===== src/hw/ueds_defines.svh =====
// register indices, field positions, reset values and fixed addresses
// of the endpoint descriptor register bank; included by both design modules
`ifndef UEDS_DEFINES_SVH
`define UEDS_DEFINES_SVH

// register indices; byte address on the bus is four times the index
`define UEDS_IDX_IN0_CFG  16'hFF80
`define UEDS_IDX_IN0_CNT  16'hFF81
`define UEDS_IDX_OUT0_CFG 16'hFF82
`define UEDS_IDX_OUT0_CNT 16'hFF83
`define UEDS_IDX_YCNT     16'hFF84
`define UEDS_IDX_SIZE     16'hFF87
`define UEDS_IDX_STAT     16'hFF8A
`define UEDS_IDX_MASK     16'hFF8B

// field positions, shared by endpoint 0 and endpoints 1 to 3
`define UEDS_CFG_IE    2
`define UEDS_CFG_STALL 3
`define UEDS_CFG_TOG   5
`define UEDS_CFG_EN    7
`define UEDS_CNT_NAK   7

// software-writable bits of each register
`define UEDS_CFG_WMASK  8'h8C
`define UEDS_CNT0_WMASK 8'h8F
`define UEDS_SIZE_WMASK 8'h7F

// reset values
`define UEDS_IN0_CFG_RST  8'h00
`define UEDS_IN0_CNT_RST  8'h80
`define UEDS_OUT0_CFG_RST 8'h00
`define UEDS_OUT0_CNT_RST 8'h00
`define UEDS_YCNT_RST     8'h80
`define UEDS_SIZE_RST     8'h00

// fixed endpoint-0 buffer addresses and largest endpoint-0 packet
`define UEDS_EP0_IN_BASE  16'hFEF8
`define UEDS_EP0_OUT_BASE 16'hFEF0
`define UEDS_EP0_MAX      4'h8

// interrupt status bits
`define UEDS_ST_IN0   0
`define UEDS_ST_OUT0  1
`define UEDS_ST_SETUP 2
`define UEDS_ST_Y     3
`define UEDS_ST_W     6

`endif


===== src/hw/ueds_pkg.sv =====
// types shared by the endpoint descriptor register bank
// assumes nothing of its surroundings
package ueds_pkg;

    // answer handed to the buffer manager for one token
    typedef enum logic [2:0] {
        UEDS_R_IDLE,
        UEDS_R_DATA,
        UEDS_R_NAK,
        UEDS_R_STALL,
        UEDS_R_XBUF
    } ueds_resp_t;

    // all state of the register bank
    typedef struct packed {
        logic             waitreq;
        logic [7:0]       rdata;
        logic [7:0]       in_cfg;
        logic [7:0]       in_cnt;
        logic [7:0]       out_cfg;
        logic [7:0]       out_cnt;
        logic [2:0][7:0]  ycnt;
        logic [2:0][7:0]  size;
        logic [5:0]       stat;
        logic [5:0]       mask;
        logic             irq;
        ueds_resp_t       resp;
        logic [6:0]       resp_cnt;
        logic [10:0]      resp_addr;
        logic             resp_vld;
    } ueds_st_t;

endpackage


===== src/hw/ueds_ep0_resp.sv =====
// endpoint-0 answer decode from configuration and byte-count registers
// assumes register values stable; purely combinational
`timescale 1ns/10ps
`include "ueds_defines.svh"
module ueds_ep0_resp
    import ueds_pkg::*;
(
    input  wire logic [7:0] cfg,   // configuration register
    input  wire logic [7:0] cnt,   // byte-count register
    output ueds_resp_t      resp,  // answer kind
    output logic [3:0]      bytes  // usable byte count
);

    // reserved counts act as eight bytes
    assign bytes = (cnt[3:0] > `UEDS_EP0_MAX) ?
                   `UEDS_EP0_MAX : cnt[3:0];

    // disabled, stalled, busy, else serve
    always_comb
    begin
        if (!cfg[`UEDS_CFG_EN])
            resp = UEDS_R_IDLE;
        else if (cfg[`UEDS_CFG_STALL])
            resp = UEDS_R_STALL;
        else if (cnt[`UEDS_CNT_NAK])
            resp = UEDS_R_NAK;
        else
            resp = UEDS_R_DATA;
    end

endmodule // ueds_ep0_resp


===== src/hw/ueds_regs.sv =====
// endpoint descriptor register bank of a full-speed usb function
// assumes an avalon-mm master and a buffer manager on ref_clk
// bus answers one cycle after a request, tokens one edge later
// firmware keeps counts and sizes at 64 or below
//
// Operation
// - y-buffer byte count of endpoints 1-3 is bits 6-0, 0 to 64.
// - y-count bit 7 set means empty and in tokens get nak.
// - endpoint 0 has four registers at consecutive indices.
// - endpoint 0 buffers sit at fixed addresses fef0 and fef8.
// - endpoint-0 fields share bit positions with endpoints 1-3.
// - bit 2 of an endpoint-0 config enables the completion irq.
// - config bit 3 forces stall, cleared by the next setup.
// - config bit 5 is read-only and shows the data toggle.
// - endpoint 0 is served only while config bit 7 is set.
// - endpoint-0 counts above eight are taken as eight.
// - endpoint-0 in count bit 7 set means empty, answer nak.
// - double buffering lets the toggle choose x or y buffer.
// - base fields are address bits 10-3 padded with zeros.
//
// The Avalon-MM register port is this design's own decision.
`timescale 1ns/10ps
`include "ueds_defines.svh"
module ueds_regs
    import ueds_pkg::*;
(
    input  wire logic             ref_clk,         // 20 mhz clock
    input  wire logic             rst,             // async reset
    input  wire logic [17:0]      avs_address,     // byte address
    input  wire logic             avs_read,        // read request
    input  wire logic             avs_write,       // write request
    input  wire logic [31:0]      avs_writedata,   // write data
    input  wire logic [3:0]       avs_byteenable,  // byte lanes
    output logic      [31:0]      avs_readdata,    // read data
    output logic                  avs_waitrequest, // stall master
    input  wire logic             mgr_tok,         // token pulse
    input  wire logic             mgr_tok_in,      // 1 in, 0 out
    input  wire logic [1:0]       mgr_tok_ep,      // token endpoint
    input  wire logic             mgr_done,        // done pulse
    input  wire logic             mgr_done_in,     // 1 in, 0 out
    input  wire logic [1:0]       mgr_done_ep,     // done endpoint
    input  wire logic [3:0]       mgr_done_cnt,    // out bytes taken
    input  wire logic             mgr_setup,       // setup pulse
    input  wire logic [2:0]       ep_double_buffer_en_en,      // double buffer
    input  wire logic [2:0]       ep_toggle,       // ep1-3 toggle
    input  wire logic [2:0][7:0]  ep_x_base,       // x base a10-a3
    input  wire logic [2:0][7:0]  ep_y_base,       // y base a10-a3
    output ueds_resp_t            mgr_resp,        // answer kind
    output logic      [6:0]       mgr_resp_cnt,    // bytes to send
    output logic      [10:0]      mgr_resp_addr,   // buffer start
    output logic                  mgr_resp_vld,    // answer pulse
    output logic                  irq              // level irq
);

    // state and its next value
    ueds_st_t    cur_r;
    ueds_st_t    nxt;

    // bus decode
    logic [15:0] idx;
    logic [2:0]  ycnt_hit;
    logic [2:0]  size_hit;
    logic [2:0]  use_y;

    // read and write data
    logic [7:0]  rd;
    logic [7:0]  wd;
    logic        wr_ok;

    // slot of ep1-3 events
    logic [1:0]  te;
    logic [1:0]  de;
    logic [5:0]  stat_ie;

    // endpoint-0 decode
    ueds_resp_t  in0_kind;
    ueds_resp_t  out0_kind;
    logic [3:0]  in0_bytes;
    logic [3:0]  out0_bytes;

    // fixed buffer starts
    logic [15:0] in0_base;
    logic [15:0] out0_base;

    // word index of the access
    assign idx = avs_address[17:2];
    assign wd  = avs_writedata[7:0];
    assign te  = 2'(mgr_tok_ep - 2'h1);
    assign de  = 2'(mgr_done_ep - 2'h1);

    // no base register for endpoint 0
    assign in0_base  = `UEDS_EP0_IN_BASE;
    assign out0_base = `UEDS_EP0_OUT_BASE;

    // per-endpoint decode and buffer choice
    genvar e;
    generate
        for (e = 0; e < 3; e = e + 1)
        begin : g_ep
            // count and size word of each slot
            assign ycnt_hit[e] = idx == (`UEDS_IDX_YCNT + 16'(e));
            assign size_hit[e] = idx == (`UEDS_IDX_SIZE + 16'(e));
            assign use_y[e]    = ep_double_buffer_en_en[e] & ep_toggle[e];
        end
    endgenerate

    // endpoint-0 answer decode, in and out
    ueds_ep0_resp u_in0
    (
        .cfg   (cur_r.in_cfg),
        .cnt   (cur_r.in_cnt),
        .resp  (in0_kind),
        .bytes (in0_bytes)
    );

    // same decode for the out direction
    ueds_ep0_resp u_out0
    (
        .cfg   (cur_r.out_cfg),
        .cnt   (cur_r.out_cnt),
        .resp  (out0_kind),
        .bytes (out0_bytes)
    );

    // read multiplexer
    // sampled into rdata in the wait cycle only
    always_comb
    begin
        rd = 8'h00;
        // endpoint 0 and interrupt words
        if (idx == `UEDS_IDX_IN0_CFG)
            rd = cur_r.in_cfg;
        else if (idx == `UEDS_IDX_IN0_CNT)
            rd = cur_r.in_cnt;
        else if (idx == `UEDS_IDX_OUT0_CFG)
            rd = cur_r.out_cfg;
        else if (idx == `UEDS_IDX_OUT0_CNT)
            rd = cur_r.out_cnt;
        else if (idx == `UEDS_IDX_STAT)
            rd = {2'h0, cur_r.stat};
        else if (idx == `UEDS_IDX_MASK)
            rd = {2'h0, cur_r.mask};
        else
        begin
            // ep1-3 words; unmapped reads zero
            for (int i = 0; i < 3; i++)
            begin
                if (ycnt_hit[i])
                    rd = cur_r.ycnt[i];
                if (size_hit[i])
                    rd = cur_r.size[i];
            end
        end
    end

    // next state: bus, setup, firmware writes, then other manager events
    always_comb
    begin
        nxt = cur_r;
        stat_ie = 6'h00;
        wr_ok = avs_write & ~cur_r.waitreq & avs_byteenable[0];

        // one wait cycle, then a single-cycle acknowledge
        // a request held past the ack starts anew
        nxt.waitreq = ~(cur_r.waitreq & (avs_read | avs_write));
        if (cur_r.waitreq & avs_read)
            nxt.rdata = rd;

        // setup clears both stalls; a same-cycle firmware set wins
        // toggles restart at one for the data stage
        if (mgr_setup)
        begin
            nxt.in_cfg[`UEDS_CFG_STALL]  = 1'b0;
            nxt.out_cfg[`UEDS_CFG_STALL] = 1'b0;
            nxt.in_cfg[`UEDS_CFG_TOG]    = 1'b1;
            nxt.out_cfg[`UEDS_CFG_TOG]   = 1'b1;
        end

        // firmware writes touch only writable bits
        // ep0 configs keep their toggle bit
        if (wr_ok)
        begin
            if (idx == `UEDS_IDX_IN0_CFG)
                nxt.in_cfg = (nxt.in_cfg & ~`UEDS_CFG_WMASK)
                           | (wd & `UEDS_CFG_WMASK);
            else if (idx == `UEDS_IDX_IN0_CNT)
                nxt.in_cnt = wd & `UEDS_CNT0_WMASK;
            else if (idx == `UEDS_IDX_OUT0_CFG)
                nxt.out_cfg = (nxt.out_cfg & ~`UEDS_CFG_WMASK)
                            | (wd & `UEDS_CFG_WMASK);
            else if (idx == `UEDS_IDX_OUT0_CNT)
                nxt.out_cnt = wd & `UEDS_CNT0_WMASK;
            else if (idx == `UEDS_IDX_STAT)
                // write one to clear
                nxt.stat = cur_r.stat & ~wd[5:0];
            else if (idx == `UEDS_IDX_MASK)
                nxt.mask = wd[5:0];
            else
            begin
                for (int i = 0; i < 3; i++)
                begin
                    if (ycnt_hit[i])
                        nxt.ycnt[i] = wd;
                    if (size_hit[i])
                        nxt.size[i] = wd & `UEDS_SIZE_WMASK;
                end
            end
        end

        // transaction done: buffer state, toggle, sticky events
        if (mgr_done)
        begin
            if (mgr_done_ep == 2'h0)
            begin
                if (mgr_done_in & cur_r.in_cfg[`UEDS_CFG_EN])
                begin
                    // buffer drained, back to firmware
                    nxt.in_cnt[`UEDS_CNT_NAK] = 1'b1;
                    nxt.in_cfg[`UEDS_CFG_TOG] =
                        ~cur_r.in_cfg[`UEDS_CFG_TOG];
                    stat_ie[`UEDS_ST_IN0] =
                        cur_r.in_cfg[`UEDS_CFG_IE];
                end
                else if (!mgr_done_in & cur_r.out_cfg[`UEDS_CFG_EN])
                begin
                    // keep the count received, mark full
                    nxt.out_cnt = {1'b1, 3'h0, mgr_done_cnt};
                    nxt.out_cfg[`UEDS_CFG_TOG] =
                        ~cur_r.out_cfg[`UEDS_CFG_TOG];
                    stat_ie[`UEDS_ST_OUT0] =
                        cur_r.out_cfg[`UEDS_CFG_IE];
                end
            end
            else if (mgr_done_in & use_y[de])
            begin
                // y buffer sent, firmware refills it
                nxt.ycnt[de][`UEDS_CNT_NAK] = 1'b1;
                stat_ie[`UEDS_ST_Y + 32'(de)] = 1'b1;
            end
        end

        // every setup is recorded
        stat_ie[`UEDS_ST_SETUP] = mgr_setup;

        // events win over a same-cycle clear
        // irq uses next state, so it moves with stat
        nxt.stat = nxt.stat | stat_ie;
        nxt.irq  = |(nxt.stat & nxt.mask);

        // token answer, one cycle after the token
        nxt.resp_vld = mgr_tok;
        if (mgr_tok)
        begin
            nxt.resp      = UEDS_R_IDLE;
            nxt.resp_cnt  = 7'h00;
            nxt.resp_addr = 11'h000;

            // ep1-3 out tokens are not ours: idle
            if (mgr_tok_ep == 2'h0)
            begin
                if (mgr_tok_in)
                begin
                    // fixed start, clamped count
                    nxt.resp      = in0_kind;
                    nxt.resp_cnt  = {3'h0, in0_bytes};
                    nxt.resp_addr = in0_base[10:0];
                end
                else
                begin
                    // out answers use the out registers
                    nxt.resp      = out0_kind;
                    nxt.resp_cnt  = {3'h0, out0_bytes};
                    nxt.resp_addr = out0_base[10:0];
                end
            end
            else if (mgr_tok_in)
            begin
                if (use_y[te])
                begin
                    nxt.resp = cur_r.ycnt[te][`UEDS_CNT_NAK] ?
                               UEDS_R_NAK : UEDS_R_DATA;
                    nxt.resp_cnt  = cur_r.ycnt[te][6:0];
                    nxt.resp_addr = {ep_y_base[te], 3'h0};
                end
                else
                begin
                    // x buffer served elsewhere, start only
                    nxt.resp      = UEDS_R_XBUF;
                    nxt.resp_addr = {ep_x_base[te], 3'h0};
                end
            end
        end
    end

    // state register
    always_ff @(posedge ref_clk or posedge rst)
    begin
        // in and y counts come up not ready, waitrequest high, all else clear
        if (rst)
        begin
            cur_r.waitreq   <= 1'b1;
            cur_r.rdata     <= 8'h00;
            cur_r.in_cfg    <= `UEDS_IN0_CFG_RST;
            cur_r.in_cnt    <= `UEDS_IN0_CNT_RST;
            cur_r.out_cfg   <= `UEDS_OUT0_CFG_RST;
            cur_r.out_cnt   <= `UEDS_OUT0_CNT_RST;
            cur_r.ycnt      <= {3{`UEDS_YCNT_RST}};
            cur_r.size      <= {3{`UEDS_SIZE_RST}};

            // events, mask and interrupt
            cur_r.stat      <= 6'h00;
            cur_r.mask      <= 6'h00;
            cur_r.irq       <= 1'b0;

            // no answer pending
            cur_r.resp      <= UEDS_R_IDLE;
            cur_r.resp_cnt  <= 7'h00;
            cur_r.resp_addr <= 11'h000;
            cur_r.resp_vld  <= 1'b0;
        end
        else
        begin
            // whole state moves in one step
            cur_r <= nxt;
        end
    end

    // bus outputs straight from the state register
    assign avs_readdata    = {24'h000000, cur_r.rdata};
    assign avs_waitrequest = cur_r.waitreq;

    // token answer, registered
    assign mgr_resp        = cur_r.resp;
    assign mgr_resp_cnt    = cur_r.resp_cnt;
    assign mgr_resp_addr   = cur_r.resp_addr;
    assign mgr_resp_vld    = cur_r.resp_vld;

    // level interrupt, registered
    assign irq             = cur_r.irq;

endmodule // ueds_regs


===== config.mk =====
export PLATFORM = sky130hd
export DESIGN_NAME = ueds_regs
export DESIGN_NICKNAME = d
export VERILOG_FILES = /design/src/hw/ueds_pkg.sv /design/src/hw/ueds_ep0_resp.sv /design/src/hw/ueds_regs.sv
export VERILOG_INCLUDE_DIRS = /design/src /design/src/hw
export SDC_FILE = /design/constraint.sdc
export NUM_CORES = 1
export LEC_CHECK = 0
export BUFFER_PORTS_ARGS = -buffer_cell sky130_fd_sc_hd__buf_4
export CAP_MARGIN = 0
export CORE_ASPECT_RATIO = 0.9
export CORE_MARGIN = 2
export CORE_UTILIZATION = 45
export DETAILED_ROUTE_END_ITERATION = 6
export GPL_TIMING_DRIVEN = 0
export PLACE_DENSITY = 0.71
export SLEW_MARGIN = 20
export SYNTH_ARGS = -nofsm -noshare
export SYNTH_HDL_FRONTEND = slang
export SYNTH_SLANG_ARGS = --single-unit

===== constraint.sdc =====
create_clock -name ref_clk -period 4.4 [get_ports ref_clk]
set_input_delay 0.88 -clock ref_clk [delete_from_list [all_inputs] [get_ports ref_clk]]
set_output_delay 0.88 -clock ref_clk [all_outputs]
set_load 0.05 [all_outputs]

Word-level counts from Yosys, hierarchy flattened
Index checks and enable logic that the tools add are counted.
- logic and storage cells: 172
- output and inout port bits: 56
- register bits: 118
- $lt $le $gt $ge: 7
- bitwise logic cells: 28
- reduce and logical (&&, ||, !) cells: 12
- add/subtract/negate cells: 3
- multiplexer cells: 88
- equality and inequality tests: 12
- operators by type and width (cell ; number):
    2-to-1 mux 8 bit ; 25
    == test 16 bit, second input constant ; 12
    2-to-1 mux 48 bit ; 2
    2-to-1 mux 90 bit ; 1
    2-to-1 mux 84 bit ; 1
    2-to-1 mux 76 bit ; 1
    2-to-1 mux 68 bit ; 1
    2-to-1 mux 21 bit ; 3
    2-to-1 mux 60 bit ; 1
    binary-select mux 8 bit (select 2 bit) ; 3
    2-to-1 mux 24 bit ; 2
    2-to-1 mux 6 bit ; 6
    2-to-1 mux 32 bit ; 1
    2-to-1 mux 7 bit ; 4
    bitwise OR 24 bit ; 1
    AND reduction 8 bit ; 3
    2-to-1 mux 1 bit ; 20
    demux 8 bit (select 2 bit) ; 1
    bitwise OR 7 x 8 -> 8 bit ; 2
    2-to-1 mux 3 bit ; 5
    bitwise AND 6 bit ; 2
    2-to-1 mux 4 bit ; 3
    2-to-1 mux 11 bit ; 1
    bitwise AND 1 bit ; 10
    other kinds (21) ; 39

Logic depth before layout (Yosys ltp)
- word-level depth: 13
- mapped depth: 11

Modules after synthesis
Synthesis repeated with hierarchy kept, for this count alone.
- cell total of the unflattened synthesis: 646
- area, all modules: 6422.4 um^2
- modules (own cells, without submodules) (module ; area each (um^2) ; instances ; cells an instance ; sequential area each (um^2)):
    ueds_regs ; 6317.3 ; 1 ; 628 ; 2683.8
    ueds_ep0_resp ; 52.6 ; 2 ; 9 ; 0.0

Least setup slack after synthesis
No wires, ideal clock.
- kind: input to register
- start: input mgr_tok_ep[0]
- end: register cur_r (netlist bit mgr_resp_addr[3])
- arrival time: 3.373 ns
- cell stages on the path: 10
- data required time: 4.259 ns
- library setup time: 0.141 ns
- slack: 0.886 ns
- cell sequence: clkbuf_1 clkinv_1 ha_1 buf_1 nand4b_1 o211ai_1 buf_1 mux2_2 o211ai_1 a31oi_1
- longest elaborated chain between the ends: 6
- RTL lines (element ; RTL line ; RTL):
    from (decl) ; ueds_regs.sv:38 ; input wire logic [1:0] mgr_tok_ep,
    subtractor 2 x 1 -> 2 bit ; ueds_regs.sv:88 ; assign te = 2'(mgr_tok_ep - 2'h1);
    binary-select mux 8 bit (select 2 bit) (tied with other cells) ; ueds_regs.sv:289 ; nxt.resp_addr = {ep_x_base[te], 3'h0};
    2-to-1 mux 8 bit (implied by the code) (tied with other cells) ; ueds_regs.sv:289 ;
    2-to-1 mux 11 bit ; ueds_regs.sv:278 ; if (use_y[te])
    2-to-1 mux 21 bit ; ueds_regs.sv:276 ; else if (mgr_tok_in)
    2-to-1 mux 21 bit (*) ; ueds_regs.sv:259 ; if (mgr_tok_ep == 2'h0)
    to (signal assigned) ; ueds_regs.sv:324 ; cur_r <= nxt;
    to (decl) ; ueds_regs.sv:56 ; ueds_st_t cur_r;
Every way passes the cells marked *; elsewhere a longest branch is shown, timed or not. The select of a mux whose other input is x is not followed.
A chain may end at the register's enable or synchronous reset.

Final worst setup path
Same ends and word-level chain as after synthesis.

==> impl_summary.log <==
[metrics] number of global-route vias before repair: 5235
[metrics] TritonCTS Sinks: 107
[metrics] required arrival time at the worst endpoint: roughly 4.6 ns
[metrics] max-cap check violation count: 0
[metrics] Post-Synthesis Cell Area: 6340 µm²
[metrics] minimum setup slack in the final design: 0.249 ns
[metrics] number of standard-cell rows in the floorplan: 41
[metrics] number of H-tree levels: 3
[metrics] type of the setup path with the least slack: in2reg
[metrics] Worst IR Drop VDD: 0.208 mV
[metrics] total detailed-routing wirelength: 18500 µm
[metrics] critical path peak fanout: 10
[metrics] clock tree from TritonCTS: done
[metrics] DRT Pass-1 Iters: 5
[metrics] first-pass GRT wire length: around 28000 µm
[metrics] Seq/Total Area, Yosys: 42.3%
[metrics] DRC violation count after routing: 0
[metrics] fraction of final layout cells with drive strength greater than 1: 34.9%
[metrics] final-report max-slew violation count: 0
[metrics] switching share of power: 29.8%
[metrics] Post-Synthesis Cells: approximately 620
[metrics] predominant post-synthesis flop cell: sky130_fd_sc_hd__dfrtp_1
[metrics] antenna diode count: 0
[metrics] share of synthesized flip-flops with an asynchronous set or reset: 100%
[metrics] minimum period implied by the final worst setup slack: between 4 and 5 ns
[metrics] result of the run: complete, no violations
[metrics] hold depth: 2
[metrics] Core Box Area: approximately 14000 µm²
[metrics] placed cell area: around 7600 µm²
[metrics] number of antenna violations at the first check in global routing: 0
[metrics] height of the die: 117 µm
[metrics] minimum setup slack after placement: -0.0524 ns
[metrics] critical register-to-register path startpoint: avs_waitrequest$_DFF_PP1_
[metrics] ordered list of cells on the worst path: buf_4, clkbuf_1, clkinv_1, ha_1, buf_1, nand4b_1, o211ai_1, buf_1, mux2_2, o211ai_1, a31oi_1
[metrics] DR vias/cell: 5.50
[metrics] Root Driver: sky130_fd_sc_hd__clkbuf_16
[metrics] pin count of the biggest net entering global routing: 59
[metrics] number of nets in the layout: between 900 and 1000
[metrics] Syn-to-layout area delta: 25.2%
[metrics] largest clock skew in the final design: 0.00524 ns
[metrics] global placement routability congestion: 0.898
[metrics] proportion of power drawn by flip-flops and latches: 42.2%
[metrics] count of final setup violators: 0
[metrics] Power Density: 314 nW/µm²
[metrics] routing usage on met1: 33.5%
[metrics] average cell area after synthesis: 10.2 µm²
[metrics] total of flip-flops plus latches after synthesis: 107
[metrics] end of the worst register-to-register path: cur_r[72]$_DFFE_PP0P_
[metrics] number of distinct library cells after synthesis: 55
[metrics] Lkg Pwr: approximately 3.9 nW
[metrics] met2 layer usage reported by global route: 40.7%
[metrics] cts bufs inserted: 9
[metrics] setup repair after global routing missed its margin: false
[metrics] Horiz. Die Dim: about 130 µm
[metrics] category of the worst setup path capture point: flip-flop
[metrics] most crowded layer after global routing: met2
[metrics] origin of the worst min-delay path: avs_readdata[3]$_DFFE_PP0P_
[metrics] Port-buffer cells: 118
[metrics] Worst Setup Start Kind: input port
[metrics] Hold WS: 0.500 ns
[metrics] clock-pin slew on the worst setup and hold paths: 0.07 ns
[metrics] count of flip-flops with a built-in enable after synthesis: 0
[metrics] remaining max-slew budget at the tightest pin: 34.8%
[metrics] warning count from the yosys run: 0
[metrics] Final Core Density: 57.1%
[metrics] cts repair resizes: 0
[metrics] share of power burned in combinational logic: 21.0%
[metrics] number of endpoints with negative hold slack in the final report: 0
[metrics] total die area: 15100 µm²
[metrics] maximum single-stage delay on the critical path: between 0.5 and 0.6 ns
[metrics] buffer depth of the longest clock path: 2
[metrics] switching power: 742 µW
[metrics] max frequency: roughly 240 MHz
[metrics] HPWL Detailed: 13800 µm
[metrics] actual transition at the worst max-transition pin: 0.975 ns
[metrics] worst-path cell with the longest stage delay: sky130_fd_sc_hd__buf_1
[metrics] overall overflow remaining after global route: 0
[metrics] total of hold buffers inserted after clock tree synthesis: 0
[metrics] antenna violation net count after detailed routing: 0
[metrics] Crit path arrival time: 4.37 ns
[metrics] setup slack, reg-to-reg: about 1.8 ns
[metrics] average wire per cell in the routed design: 19.0 µm
[metrics] post-CTS setup repair buffer count: 0
[metrics] initial standard-cell utilization of the core: 45.6%
[metrics] iteration-0 DRC count of the detailed router: 510
[metrics] via count of the routed design: 5383
[metrics] Tightest Hold Check Type: reg2reg
[metrics] Min-Delay Endpoint: avs_readdata[3]$_DFFE_PP0P_
[metrics] Clk network pwr share: 36.8%
[metrics] internal power component: 1.75 mW
[metrics] global routing usage on met3: under 10%
[metrics] count of boundary I/O pins: about 180
[metrics] number of cell instances on the worst register-to-register path: 6
[metrics] combined global-route utilization of all metal layers: 24.9%
[metrics] post-route clock period utilization: 94.3%
[metrics] clock insertion delay at the later pin of the skew report: approximately 0.36 ns
[metrics] cell area after layout: 7940 µm²
==> cell usage in the layout (no fill, tap or decap), types with 4 or more instances in the layout <==
master and instances:
sky130_fd_sc_hd__a211oi_1 8, sky130_fd_sc_hd__a21oi_1 36, sky130_fd_sc_hd__a22o_1 4, sky130_fd_sc_hd__a22oi_1 13
sky130_fd_sc_hd__a31oi_1 7, sky130_fd_sc_hd__and3_1 13, sky130_fd_sc_hd__buf_1 5, sky130_fd_sc_hd__buf_2 4
sky130_fd_sc_hd__buf_4 171, sky130_fd_sc_hd__clkbuf_1 28, sky130_fd_sc_hd__clkbuf_16 9, sky130_fd_sc_hd__conb_1 27
sky130_fd_sc_hd__dfrtp_1 102, sky130_fd_sc_hd__dfstp_2 5, sky130_fd_sc_hd__ha_1 8, sky130_fd_sc_hd__inv_1 16
sky130_fd_sc_hd__inv_6 4, sky130_fd_sc_hd__mux2_2 62, sky130_fd_sc_hd__mux2i_1 39, sky130_fd_sc_hd__mux4_2 7
sky130_fd_sc_hd__nand2_1 49, sky130_fd_sc_hd__nand2b_1 8, sky130_fd_sc_hd__nand3_1 20, sky130_fd_sc_hd__nand3b_1 5
sky130_fd_sc_hd__nand4_1 7, sky130_fd_sc_hd__nor2_1 30, sky130_fd_sc_hd__nor2b_1 8, sky130_fd_sc_hd__nor3_1 5
sky130_fd_sc_hd__o211ai_1 5, sky130_fd_sc_hd__o21ai_0 27, sky130_fd_sc_hd__o2bb2ai_1 7, sky130_fd_sc_hd__o31ai_1 5
==> layer usage <==
layer	vias to the layer above	part of all wire, %	wire [µm]
met5	-	0	0
met4	0	1.8	331
met3	28	6.3	1160
met2	207	48	8980
met1	2649	44	8070
li1	2499	-	-
==> worst max-delay path, delay by kind of cell <==
kind	cells	cell delay, ns
multiplexers	1	0.41
AO/OA/AOI/OAI	3	0.42
buffers and inverters	5	2.00
AND/OR/NAND/NOR	1	0.18
adder cells (fa/ha/maj)	1	0.46
==> sequential cells by signal (all words and copies together), names as in the netlist <==
name             cells
cur_r               78
avs_readdata         8
mgr_resp_addr        8
mgr_resp_cnt         7
mgr_resp             3
avs_waitrequest      1
irq                  1
mgr_resp_vld         1
==> worst max-delay path by stage <==
stage                        from                            to  slack (ns)
floorplan                     rst   avs_readdata[0]$_DFFE_PP0P_        0.71
global placement              rst           cur_r[25]$_DFF_PP0_       -0.46
detailed placement  mgr_tok_ep[0]  mgr_resp_addr[3]$_DFFE_PP0P_       -0.05
CTS                 mgr_tok_ep[0]  mgr_resp_addr[3]$_DFFE_PP0P_        0.28
global route        mgr_tok_ep[0]  mgr_resp_addr[3]$_DFFE_PP0P_       0.004
finish              mgr_tok_ep[0]  mgr_resp_addr[3]$_DFFE_PP0P_        0.25
==> synthesized netlist by cell type (8+ instances only) <==
master | instances | area, µm²
sky130_fd_sc_hd__dfrtp_1 | 102 | 2550
sky130_fd_sc_hd__mux2_2 | 62 | 698
sky130_fd_sc_hd__buf_4 | 53 | 398
sky130_fd_sc_hd__nand2_1 | 49 | 184
sky130_fd_sc_hd__mux2i_1 | 39 | 390
sky130_fd_sc_hd__a21oi_1 | 36 | 180
sky130_fd_sc_hd__nor2_1 | 30 | 113
sky130_fd_sc_hd__clkbuf_1 | 28 | 105
sky130_fd_sc_hd__o21ai_0 | 27 | 135
sky130_fd_sc_hd__nand3_1 | 20 | 100
sky130_fd_sc_hd__inv_1 | 17 | 63.8
sky130_fd_sc_hd__a22oi_1 | 13 | 97.6
sky130_fd_sc_hd__and3_1 | 13 | 81.3
sky130_fd_sc_hd__a211oi_1 | 8 | 60.1
sky130_fd_sc_hd__ha_1 | 8 | 100
sky130_fd_sc_hd__nand2b_1 | 8 | 50.1
sky130_fd_sc_hd__nor2b_1 | 8 | 50.1
==> power by group through the flow <==
stage | Combinational (mW) | Clock (mW) | Sequential (mW)
after floorplan | 0.343 | 0 | 1.07
after global placement | 0.506 | 0 | 1.07
after detailed placement | 0.517 | 0 | 1.07
after CTS | 0.519 | 0.921 | 1.05
after global routing | 0.556 | 0.957 | 1.06
final | 0.522 | 0.917 | 1.05
==> cells by family after synthesis <==
family | share of synthesized area (%)
and+or+nand+nor | 13.8
xor gates and xnor gates | 0.138
other | 0.0591
AOI/OAI and AO/OA | 12.8
buffers and inverters | 9.61
muxes | 19.6
DFF | 42.3
adders and majority gates | 1.58
==> area by class of cell <==
cell class / instances / area (µm²)
fill: 1206 / 5960
sequential: 107 / 2680
timing repair buffer: 119 / 913
clock inverter: 6 / 93.8
clock buffer: 10 / 239
inverter: 18 / 72.6
buffer: 90 / 542
tap: 193 / 241
multi-input combinational: 435 / 3150
==> per-stage QoR <==
stage / total power, mW / std cells / TNS, ns
CTS: 2.49 / 978 / 0
global placement: 1.57 / 961 / -46.62
detailed placement: 1.59 / 962 / -0.0524
floorplan: 1.41 / 650 / 0
global route: 2.57 / 978 / 0
finish: 2.49 / 978 / 0
No activity file was read; power rests on OpenSTA's default activity.
